<file path="src/fdh_params.svh">
// Constants and behaviour summary for the direct FIFO host port
// Behaviour
// - With the FIFO select high on a read, upper address bits are not decoded and every read beat returns receive FIFO data.
// - A direct receive FIFO burst accepts any number of back-to-back read beats.
// - A burst read starts when chip select and read strobe are both low and ends when either goes high, in any order.
// - A 16-bit burst read leaves the upper sixteen data lanes undriven, and an ordinary one may run to sixteen beats instead of eight.
// - Direct receive FIFO reads still decode address bits two and one and ignore bits seven to three.
// - Direct bursts use the ordinary burst handshake and the FIFO select is sampled like an address line.
// - Every write uses the single write protocol at 16-bit or 32-bit width.
// - A write starts when chip select and write strobe are both low and ends when either rises, in any order.
// - A 16-bit write ignores the upper sixteen data lanes and takes only the lower half.
// - With the FIFO select high on a write, upper address bits are not decoded and each write goes to the transmit FIFO.
// - Direct transmit FIFO writes still use address bits two and one and ignore bits seven to three.
// - Ordinary bursts are limited to eight word beats at 32 bits or sixteen at 16 bits.
// - Register reads latch counter values at the start of the cycle so the answer stays stable.
`ifndef FDH_PARAMS_SVH
`define FDH_PARAMS_SVH
`define FDH_ADDR_W       8
`define FDH_DATA_W       32
`define FDH_HALF_W       16
`define FDH_SUB_HI       2
`define FDH_SUB_LO       1
`define FDH_REG_HI       7
`define FDH_REG_LO       3
`define FDH_RXFIFO_REG   5'h00
`define FDH_TXFIFO_REG   5'h04
`define FDH_BURST_MAX32  5'h08
`define FDH_BURST_MAX16  5'h10
`define FDH_BEAT_W       5
`define FDH_BEAT_ONE     5'h01
`endif

</file>
<file path="src/fdh_pkg.sv">
// Types for the direct FIFO host port
`include "fdh_params.svh"
package fdh_pkg;
	typedef enum logic [1:0] {
		FDH_IDLE,
		FDH_READ,
		FDH_WRITE,
		FDH_WAIT
	} fdh_state_t;

	typedef struct packed {
		logic                       chip_sel_n;
		logic                       read_strobe_n;
		logic                       write_strobe_n;
		logic                       fifo_sel;
		logic [`FDH_ADDR_W-1:1]     addr;
		logic [`FDH_DATA_W-1:0]     wdata;
	} fdh_pins_t;

	typedef struct packed {
		logic                       fifo;
		logic [`FDH_REG_HI:`FDH_SUB_LO] addr;
	} fdh_sel_t;
endpackage

</file>
<file path="src/fdh_host_port.sv">
// Host bus slave port with direct receive and transmit FIFO access
`timescale 1ns/1ps
`default_nettype none
`include "fdh_params.svh"
module fdh_host_port (
	// Clock and reset
	input  wire logic                   mclk,
	input  wire logic                   reset,
	// Host pins
	input  wire logic                   chip_sel_n,
	input  wire logic                   read_strobe_n,
	input  wire logic                   write_strobe_n,
	input  wire logic                   fifo_sel,
	input  wire logic [`FDH_ADDR_W-1:1] addr,
	input  wire logic [`FDH_DATA_W-1:0] data_in,
	output logic      [`FDH_DATA_W-1:0] data_out,
	output logic      [1:0]             data_oe,
	// Bus width strap, high for 32-bit
	input  wire logic                   bus32,
	// Receive FIFO read side
	input  wire logic [`FDH_DATA_W-1:0] rx_data,
	output logic                        rx_pop,
	output logic      [1:0]             rx_sub,
	// Transmit FIFO write side
	output logic                        tx_push,
	output logic      [`FDH_DATA_W-1:0] tx_data,
	output logic      [1:0]             tx_sub,
	// Register map access
	output logic                        reg_rd,
	output logic                        reg_latch,
	output logic                        reg_wr,
	output logic      [`FDH_REG_HI:`FDH_SUB_LO] reg_addr,
	output logic      [`FDH_DATA_W-1:0] reg_wdata,
	input  wire logic [`FDH_DATA_W-1:0] reg_rdata,
	// Ordinary burst overrun seen
	output logic                        burst_over
);
	fdh_pkg::fdh_pins_t     s1_q;
	fdh_pkg::fdh_pins_t     s2_q;
	fdh_pkg::fdh_state_t    st_q;
	fdh_pkg::fdh_state_t    st_d;
	fdh_pkg::fdh_sel_t      sel_q;
	fdh_pkg::fdh_sel_t      sel_d;
	logic [`FDH_BEAT_W-1:0] beats_q;
	logic [`FDH_BEAT_W-1:0] beats_d;
	logic [`FDH_DATA_W-1:0] dout_q;
	logic [`FDH_DATA_W-1:0] dout_d;
	logic [`FDH_DATA_W-1:0] txd_q;
	logic [`FDH_DATA_W-1:0] txd_d;
	logic [`FDH_DATA_W-1:0] rwd_q;
	logic [`FDH_DATA_W-1:0] rwd_d;
	logic [1:0]             oe_q;
	logic [1:0]             oe_d;
	logic                   pop_q;
	logic                   pop_d;
	logic                   push_q;
	logic                   push_d;
	logic                   rrd_q;
	logic                   rrd_d;
	logic                   lat_q;
	logic                   lat_d;
	logic                   rwr_q;
	logic                   rwr_d;
	logic                   ovr_q;
	logic                   ovr_d;
	logic                   rd_act;
	logic                   wr_act;
	logic                   bus32_m_q;
	logic                   bus32_q;

	// Direct mode ignores upper bits; only the sub-word select remains
	function automatic fdh_pkg::fdh_sel_t decode(input logic fs, input logic [`FDH_ADDR_W-1:1] a);
		fdh_pkg::fdh_sel_t r;
		r.fifo = fs;
		r.addr = fs ? {5'h00, a[`FDH_SUB_HI:`FDH_SUB_LO]} : a[`FDH_REG_HI:`FDH_SUB_LO];
		return r;
	endfunction

	function automatic logic [`FDH_DATA_W-1:0] lanes(input logic w32, input logic [`FDH_DATA_W-1:0] d);
		return w32 ? d : {{`FDH_HALF_W{1'b0}}, d[`FDH_HALF_W-1:0]};
	endfunction

	// Pins pass two flops before use
	// Width strap is a pin too, so it takes the same two flops
	always_ff @(posedge mclk) begin
		if (reset) begin
			s1_q <= '1;
			s2_q <= '1;
			bus32_m_q <= 1'b1;
			bus32_q <= 1'b1;
		end else begin
			s1_q <= {chip_sel_n, read_strobe_n, write_strobe_n, fifo_sel, addr, data_in};
			s2_q <= s1_q;
			bus32_m_q <= bus32;
			bus32_q <= bus32_m_q;
		end
	end

	assign rd_act = !s2_q.chip_sel_n && !s2_q.read_strobe_n;
	assign wr_act = !s2_q.chip_sel_n && !s2_q.write_strobe_n;

	always_comb begin
		st_d = st_q;
		sel_d = sel_q;
		beats_d = beats_q;
		dout_d = dout_q;
		txd_d = txd_q;
		rwd_d = rwd_q;
		oe_d = 2'b00;
		pop_d = 1'b0;
		push_d = 1'b0;
		rrd_d = 1'b0;
		lat_d = 1'b0;
		rwr_d = 1'b0;
		ovr_d = ovr_q;
		unique case (st_q)
			fdh_pkg::FDH_IDLE: begin
				// Limit flag lives only as long as the offending burst
				ovr_d = 1'b0;
				if (rd_act) begin
					st_d = fdh_pkg::FDH_READ;
					sel_d = decode(s2_q.fifo_sel, s2_q.addr);
					beats_d = `FDH_BEAT_ONE;
					lat_d = !s2_q.fifo_sel;
					pop_d = s2_q.fifo_sel;
					rrd_d = !s2_q.fifo_sel;
				end else if (wr_act) begin
					st_d = fdh_pkg::FDH_WRITE;
					sel_d = decode(s2_q.fifo_sel, s2_q.addr);
				end
			end
			fdh_pkg::FDH_READ: begin
				oe_d = bus32_q ? 2'b11 : 2'b01;
				// Follows its source each cycle, so a new FIFO head shows at once
				dout_d = lanes(bus32_q, sel_q.fifo ? rx_data : reg_rdata);
				if (!rd_act) begin
					st_d = fdh_pkg::FDH_IDLE;
					oe_d = 2'b00;
				end else if (decode(s2_q.fifo_sel, s2_q.addr) != sel_q) begin
					// New address within the burst is a new beat
					sel_d = decode(s2_q.fifo_sel, s2_q.addr);
					pop_d = sel_d.fifo;
					rrd_d = !sel_d.fifo;
					// Counter stops at the limit, so a long burst cannot wrap it
					if (!sel_d.fifo) begin
						if (beats_q >= (bus32_q ? `FDH_BURST_MAX32 : `FDH_BURST_MAX16)) begin
							ovr_d = 1'b1;
							rrd_d = 1'b0;
						end else begin
							beats_d = beats_q + `FDH_BEAT_ONE;
						end
					end
				end
			end
			fdh_pkg::FDH_WRITE: begin
				// Data sampled continuously; last value before release wins
				txd_d = lanes(bus32_q, s2_q.wdata);
				rwd_d = lanes(bus32_q, s2_q.wdata);
				if (!wr_act) begin
					st_d = fdh_pkg::FDH_IDLE;
					push_d = sel_q.fifo;
					rwr_d = !sel_q.fifo;
					// Keep the word from before release; the bus may already move on
					txd_d = txd_q;
					rwd_d = rwd_q;
				end
			end
			default: begin
				// Spare state code is never entered; fall back to idle
				st_d = fdh_pkg::FDH_IDLE;
			end
		endcase
	end

	always_ff @(posedge mclk) begin
		if (reset) begin
			st_q <= fdh_pkg::FDH_IDLE;
			sel_q <= '0;
			beats_q <= '0;
			dout_q <= '0;
			txd_q <= '0;
			rwd_q <= '0;
			oe_q <= 2'b00;
			pop_q <= 1'b0;
			push_q <= 1'b0;
			rrd_q <= 1'b0;
			lat_q <= 1'b0;
			rwr_q <= 1'b0;
			ovr_q <= 1'b0;
		end else begin
			st_q <= st_d;
			sel_q <= sel_d;
			beats_q <= beats_d;
			dout_q <= dout_d;
			txd_q <= txd_d;
			rwd_q <= rwd_d;
			oe_q <= oe_d;
			pop_q <= pop_d;
			push_q <= push_d;
			rrd_q <= rrd_d;
			lat_q <= lat_d;
			rwr_q <= rwr_d;
			ovr_q <= ovr_d;
		end
	end

	// Every output is a register; nothing combinational reaches a pin
	assign data_out = dout_q;
	assign data_oe = oe_q;
	assign rx_pop = pop_q;
	assign rx_sub = sel_q.addr[`FDH_SUB_HI:`FDH_SUB_LO];
	assign tx_push = push_q;
	assign tx_data = txd_q;
	assign tx_sub = sel_q.addr[`FDH_SUB_HI:`FDH_SUB_LO];
	assign reg_rd = rrd_q;
	assign reg_latch = lat_q;
	assign reg_wr = rwr_q;
	assign reg_addr = sel_q.addr;
	assign reg_wdata = rwd_q;
	assign burst_over = ovr_q;
endmodule
`default_nettype wire

</file>
<file path="config.mk">
export PLATFORM = sky130hd
export DESIGN_NAME = fdh_host_port
export DESIGN_NICKNAME = d
export VERILOG_FILES = /design/src/fdh_pkg.sv /design/src/fdh_host_port.sv
export VERILOG_INCLUDE_DIRS = /design/src
export SDC_FILE = /design/constraint.sdc
export NUM_CORES = 1
export LEC_CHECK = 0
export ABC_AREA = 1
export ABC_CLOCK_PERIOD_IN_PS = 2300
export BUFFER_PORTS_ARGS = -buffer_cell sky130_fd_sc_hd__buf_4
export CORE_MARGIN = 2
export CORE_UTILIZATION = 48
export CTS_CLUSTER_DIAMETER = 30
export DETAILED_ROUTE_END_ITERATION = 10
export PLACE_DENSITY = 0.74
export SLEW_MARGIN = 20
export SYNTH_ARGS = -nofsm -noshare
export SYNTH_HDL_FRONTEND = slang
export SYNTH_SLANG_ARGS = --single-unit
export TNS_END_PERCENT = 10
</file>
<file path="constraint.sdc">
create_clock -name mclk -period 2.3 [get_ports mclk]
set_clock_uncertainty 0.2 [all_clocks]
set_input_delay 0.23 -clock mclk [delete_from_list [all_inputs] [get_ports mclk]]
set_output_delay 0.23 -clock mclk [all_outputs]
set_load 0.02 [all_outputs]
</file>
# Word-level counts from Yosys, hierarchy flattened
# Cells that the tools add are included.
[op_classes]
order_cmp = 1
n_reduce_logical = 17
n_addsub = 1
mux = 37
bitwise = 4
eq_ne = 12
[op_table]
columns = ["op", "n"]
rows = [
  ["$mux 32", 3],
  ["$mux 8", 4],
  ["$mux 5", 6],
  ["$ne 2x2->1 const B", 8],
  ["$pmux 8 s2", 1],
  ["$mux 1", 12],
  ["$mux 2", 5],
  ["$pmux 5 s2", 1],
  ["$ne 8x8->1", 1],
  ["$mux 7", 1],
  ["$pmux 1 s2", 3],
  ["$pmux 2 s3", 1],
  ["$reduce_and 6->1", 1],
  ["$reduce_or 3->1", 2],
  ["$add 5x1->5 const B", 1],
  ["$ge 5x5->1", 1],
  ["$logic_not 1->1", 5],
  ["$reduce_and 5->1", 1],
  ["$not 1->1", 4],
  ["$reduce_and 4->1", 1],
  ["$ne 3x3->1 const B", 1],
  ["$reduce_and 3->1", 1],
  ["$eq 2x1->1 const B", 1],
  ["$eq 2x2->1 const B", 1],
  ["5 further kinds", 6],
]
[totals]
out_inout_bits = 115
inputBits = 110
regBits = 175

# Logic depth before layout (Yosys ltp)
[logic_depth]
depth_word = 7
depth_mapped = 14

# Worst setup path after synthesis
# OpenSTA, ideal clock, no wires.
[synth_timing]
path_kind = "register -> register"
from = "register beats_q[4]"
to = "register beats_q[0]"
setup_time_ns = 0.112
path_buffers = 0
setup_slack_ns = 0.623
stages_incl_launch_ff = 10
arrival_time_ns = 1.365
required_time_ns = 1.988
cell_sequence = "dfxtp_1 > ha_1 > inv_1 > nor2_1 > nor2_1 > o21ai_0 > a21oi_2 > nand4_1 > nand2_1 > nor2_1"
[synth_between]
elab_chain_cells = 3
[synth_lines]
columns = ["element", "line_no", "text"]
rows = [
  ["start: declaration", "fdh_host_port.sv:44", "logic [`FDH_BEAT_W-1:0] beats_q;"],
  ["start signal: assignment", "fdh_host_port.sv:193", "beats_q <= beats_d;"],
  ["$ge 5x5->1", "fdh_host_port.sv:146", "if (beats_q >= (bus32_q ? `FDH_BURST_MAX32 : `FDH_BURST_MAX16)) begin"],
  ["$ne 2x2->1 (no source line)", "n/a", ""],
  ["$reduce_and 6->1 (no source line)", "n/a", ""],
]
# Every way passes these cells.
# A chain may end at the register's enable or synchronous reset.

# Final worst setup path
[layout_timing]
from = "register st_q[0]"
to = "register dout_q[15] (netlist: data_out[15])"
[layout_between]
elab_chain_cells = 1
[layout_lines]
columns = ["element", "line_no", "text"]
rows = [
  ["start: declaration", "fdh_host_port.sv:40", "fdh_pkg::fdh_state_t st_q;"],
  ["start signal: assignment", "fdh_host_port.sv:177", "st_q <= fdh_pkg::FDH_IDLE;"],
  ["start signal: assignment", "fdh_host_port.sv:191", "st_q <= st_d;"],
  ["$eq 2x1->1", "fdh_host_port.sv:116", "unique case (st_q)"],
  ["end signal: assignment", "fdh_host_port.sv:194", "dout_q <= dout_d;"],
  ["end: declaration", "fdh_host_port.sv:46", "logic [`FDH_DATA_W-1:0] dout_q;"],
]
# Every way passes these cells.

==> impl_metrics.sql <==
INSERT INTO impl_metrics (metric_group, metric, value, unit) VALUES
('route', 'postRouteWirelength', '16300', 'um'),
('layout', 'area_growth', '48.5', '%'),
('sta', 'max_slew.worst_pin.slew', '585', 'ps'),
('power_and_ir_drop', 'internal_power', '0.00492', 'W'),
('power_and_ir_drop', 'worst_ir_drop_vdd', '0.560', 'mV'),
('grt', 'global_route_wire_length_before_repair', '26000', 'um'),
('layout', 'multi_input_area', '2310', 'sq um'),
('route', 'maxUsedRoutingLayer', 'met4', ''),
('die', 'boundaryPins', '225', ''),
('placement', 'placement.cell_area', '7930', 'sq um'),
('route', 'detailed_route_drc_error_count', '0', ''),
('sta', 'layout_min_cycle_time', '2160', 'ps'),
('critical_path', 'crit_path_dat', '2330', 'ps'),
('layout', 'layout.core_utilization', '72.5', '%'),
('die', 'fp.coreArea', '13200', 'sq um'),
('power_and_ir_drop', 'netSwitchingFraction', '22.2', '%'),
('die', 'design.die.area', '14400', 'sq um'),
('sta', 'grt_setup_unrepaired', 'false', ''),
('clock_network', 'clock-root-buffer', 'sky130_fd_sc_hd__clkbuf_16', ''),
('die', 'fp.dieH', '120', 'um'),
('power_and_ir_drop', 'net_switching_power_figure', '0.00140', 'W'),
('power_and_ir_drop', 'logic_gate_share_of_total_power', '7.9', '%'),
('synthesis', 'synthDominantCellAreaShare', '54.4', '%'),
('sta', 'finalHoldViolations', '0', ''),
('layout', 'share_of_layout_cells_above_drive_strength_1', '35.5', '%'),
('job', 'max_cap_viols', '0', ''),
('power_and_ir_drop', 'power-per-cell-area', '660', 'nW/um^2'),
('grt', 'global_route.overflow_total', '0', ''),
('placement', 'io_buffer_count', '224', ''),
('route', 'routedWlPerCell', '13.3', 'um'),
('sta', 'timing.final.ws_setup', '135', 'ps'),
('placement', 'detailedPlace.worstSlack', '390', 'ps'),
('critical_path', 'path_max_fanout', '19', ''),
('clock_network', 'tritoncts', 'yes', ''),
('power_and_ir_drop', 'power.share.sequential', '49.6', '%'),
('layout', 'final-seq-area', '3500', 'sq um'),
('synthesis', 'post_synth_inst_count', '764', ''),
('synthesis', 'count_of_unique_library_cells_instantiated_by_yosys', '29', ''),
('die', 'initial_utilization', '48.9', '%'),
('min_path', 'worstHoldStart', 'reset', ''),
('sta', 'period_utilization', '94.1', '%'),
('grt', 'grt.total_usage', '22.8', '%'),
('synthesis', 'netlist_top_cells_area', 'sky130_fd_sc_hd__dfxtp_1, sky130_fd_sc_hd__nand2_1, sky130_fd_sc_hd__or2_2, sky130_fd_sc_hd__a21oi_1, sky130_fd_sc_hd__buf_4', ''),
('clock_network', 'cts_htree_levels', '4', ''),
('synthesis', 'synth_commonest_cells', 'sky130_fd_sc_hd__dfxtp_1, sky130_fd_sc_hd__nand2_1, sky130_fd_sc_hd__or2_2', ''),
('clock_network', 'clk-insertion-delay-late', '420', 'ps'),
('synthesis', 'synthesis.area_per_instance', '8.44', 'sq um'),
('sta', 'post_route_setup_tns', '0', 'ps'),
('synthesis', 'synth_area', '6440', 'sq um'),
('critical_path', 'critical_path.reg2reg.startpoint', 'st_q[0]', ''),
('synthesis', 'yosys_warns', '0', ''),
('placement', 'hpwlAfterDp', '9610', 'um'),
('power_and_ir_drop', 'share_clk_of_total_power', '42.5', '%'),
('synthesis', 'post-synth-top-count-cell', 'sky130_fd_sc_hd__dfxtp_1', ''),
('route', 'met1_length', '6810', 'um'),
('layout', 'finalNetCount', '1154', ''),
('status', 'run_status', 'finished clean', ''),
('synthesis', 'synth_seq_area_share', '54.4', '%'),
('sta', 'drv_slew', '0', ''),
('die', 'die_w', '120', 'um'),
('route', 'dr_total_vias', '5766', ''),
('grt', 'first_global_vias', '5494', ''),
('route', 'route.detailed.vias_per_inst', '4.70', ''),
('sta', 'slew_headroom', '60.9', '%'),
('layout', 'n_antenna_cell', '0', ''),
('critical_path', 'critical_path.startpoint', 'st_q[0]', ''),
('clock_network', 'cts.sink_count', '175', ''),
('synthesis', 'synthesis.nets', '878', ''),
('synthesis', 'synth_flop_cell', 'sky130_fd_sc_hd__dfxtp_1', ''),
('layout', 'num-fill-cells', '996', ''),
('route', 'drt_iter0_drc', '336', '');
-- cells by family after synthesis --
logic type | Yosys count | share of synthesized area, %
buffers and inverters | 117 | 9.82
DFF | 175 | 54.4
AOI/OAI and AO/OA | 110 | 8.78
adders and majority gates | 4 | 0.777
and+or+nand+nor | 353 | 25.6
xor gates and xnor gates | 5 | 0.680
-- worst paths after layout --
kind                    to  slack (ps)  depth (start not counted)
max reg2reg   data_out[15]         140                          7
min reg2reg       s2_q[14]         210                          1
min          reg_wdata[15]          40                          4
max           data_out[15]         140                          7
-- critical path, cell delays in order (launching register included) --
cell and delay, ps:
sky130_fd_sc_hd__dfxtp_2 340, sky130_fd_sc_hd__inv_2 110, sky130_fd_sc_hd__nor2_4 50, sky130_fd_sc_hd__inv_2 280, sky130_fd_sc_hd__buf_4 310, sky130_fd_sc_hd__a21oi_1 90
sky130_fd_sc_hd__a21oi_1 160, sky130_fd_sc_hd__dlygate4sd3_1 560
-- power groups by stage --
stage	registers, W	logic (W)	clock network, W
final	0.00314	0.000500	0.00268
after global placement	0.00320	0.000349	0
after global routing	0.00314	0.000544	0.00286
after CTS	0.00313	0.000489	0.00274
after detailed placement	0.00320	0.000352	0
after floorplan	0.00320	0.000176	0
-- per-stage QoR --
stage / hold slack (ps) / power, W / std cells
CTS: 23.7 / 0.00636 / 1228
floorplan: 134 / 0.00337 / 764
global placement: 191 / 0.00355 / 1089
detailed placement: 192 / 0.00355 / 1089
finish: 36.9 / 0.00632 / 1228
global route: 32.8 / 0.00654 / 1228
-- state kept, by name, indices dropped and copies added, names as in the netlist --
name / cells
beats_q: 5
burst_over: 1
bus32_m_q: 1
bus32_q: 1
data_oe: 2
data_out: 32
reg_addr: 7
reg_latch: 1
reg_rd: 1
reg_wdata: 32
reg_wr: 1
rx_pop: 1
s1_q: 43
s2_q: 43
sel_q: 1
st_q: 2
tx_push: 1
-- cell usage in the layout (no fill, tap or decap) --
cell type	instances
sky130_fd_sc_hd__clkbuf_16	17
sky130_fd_sc_hd__nand3_1	32
sky130_fd_sc_hd__nor3_1	2
sky130_fd_sc_hd__ha_1	4
sky130_fd_sc_hd__buf_4	231
sky130_fd_sc_hd__nor2_4	2
sky130_fd_sc_hd__nor2_2	3
sky130_fd_sc_hd__nor2_1	67
sky130_fd_sc_hd__nand2_2	3
sky130_fd_sc_hd__nand3_2	1
sky130_fd_sc_hd__or2_2	88
sky130_fd_sc_hd__o21ai_1	2
sky130_fd_sc_hd__dfxtp_1	174
sky130_fd_sc_hd__nand4_1	1
sky130_fd_sc_hd__bufinv_16	1
sky130_fd_sc_hd__xor2_1	2
sky130_fd_sc_hd__clkinv_2	1
sky130_fd_sc_hd__o21ai_0	36
sky130_fd_sc_hd__a21oi_2	3
sky130_fd_sc_hd__xnor2_1	3
sky130_fd_sc_hd__clkbuf_1	2
sky130_fd_sc_hd__clkinv_4	2
sky130_fd_sc_hd__a2111oi_0	1
sky130_fd_sc_hd__nand3b_1	2
sky130_fd_sc_hd__buf_12	1
sky130_fd_sc_hd__inv_2	6
sky130_fd_sc_hd__dlygate4sd3_1	108
sky130_fd_sc_hd__buf_6	1
sky130_fd_sc_hd__dfxtp_2	1
sky130_fd_sc_hd__buf_8	1
sky130_fd_sc_hd__inv_1	25
sky130_fd_sc_hd__a21oi_1	68
sky130_fd_sc_hd__inv_6	3
sky130_fd_sc_hd__nand2_4	2
sky130_fd_sc_hd__nand2_1	150
sky130_fd_sc_hd__clkinvlp_4	6
-- metal layers --
| metal | vias up | track usage [%] |
|---|---|---|
| met5 | - | 0 |
| met4 | 0 | 11.9 |
| met3 | 52 | 4.99 |
| met2 | 159 | 39.4 |
| met1 | 2646 | 26.5 |
| li1 | 2909 | - |
-- cell type report --
cell class	count	share of cell area (%)
Sequential cell	175	36.6
Timing Repair Buffer	342	29.9
Multi-Input combinational cell	472	24.1
Clock buffer	19	4.52
Tap cell	176	2.30
Inverter	32	1.31
Clock inverter	12	1.20
-- timing repair --
action,4_1_cts,5_1_grt
setup buffers,0,0
hold endpoints to repair,76,0
setup endpoints to repair,0,20
gates resized for setup,0,4
hold buffers,108,0
Power figures use the tool's default switching activity.
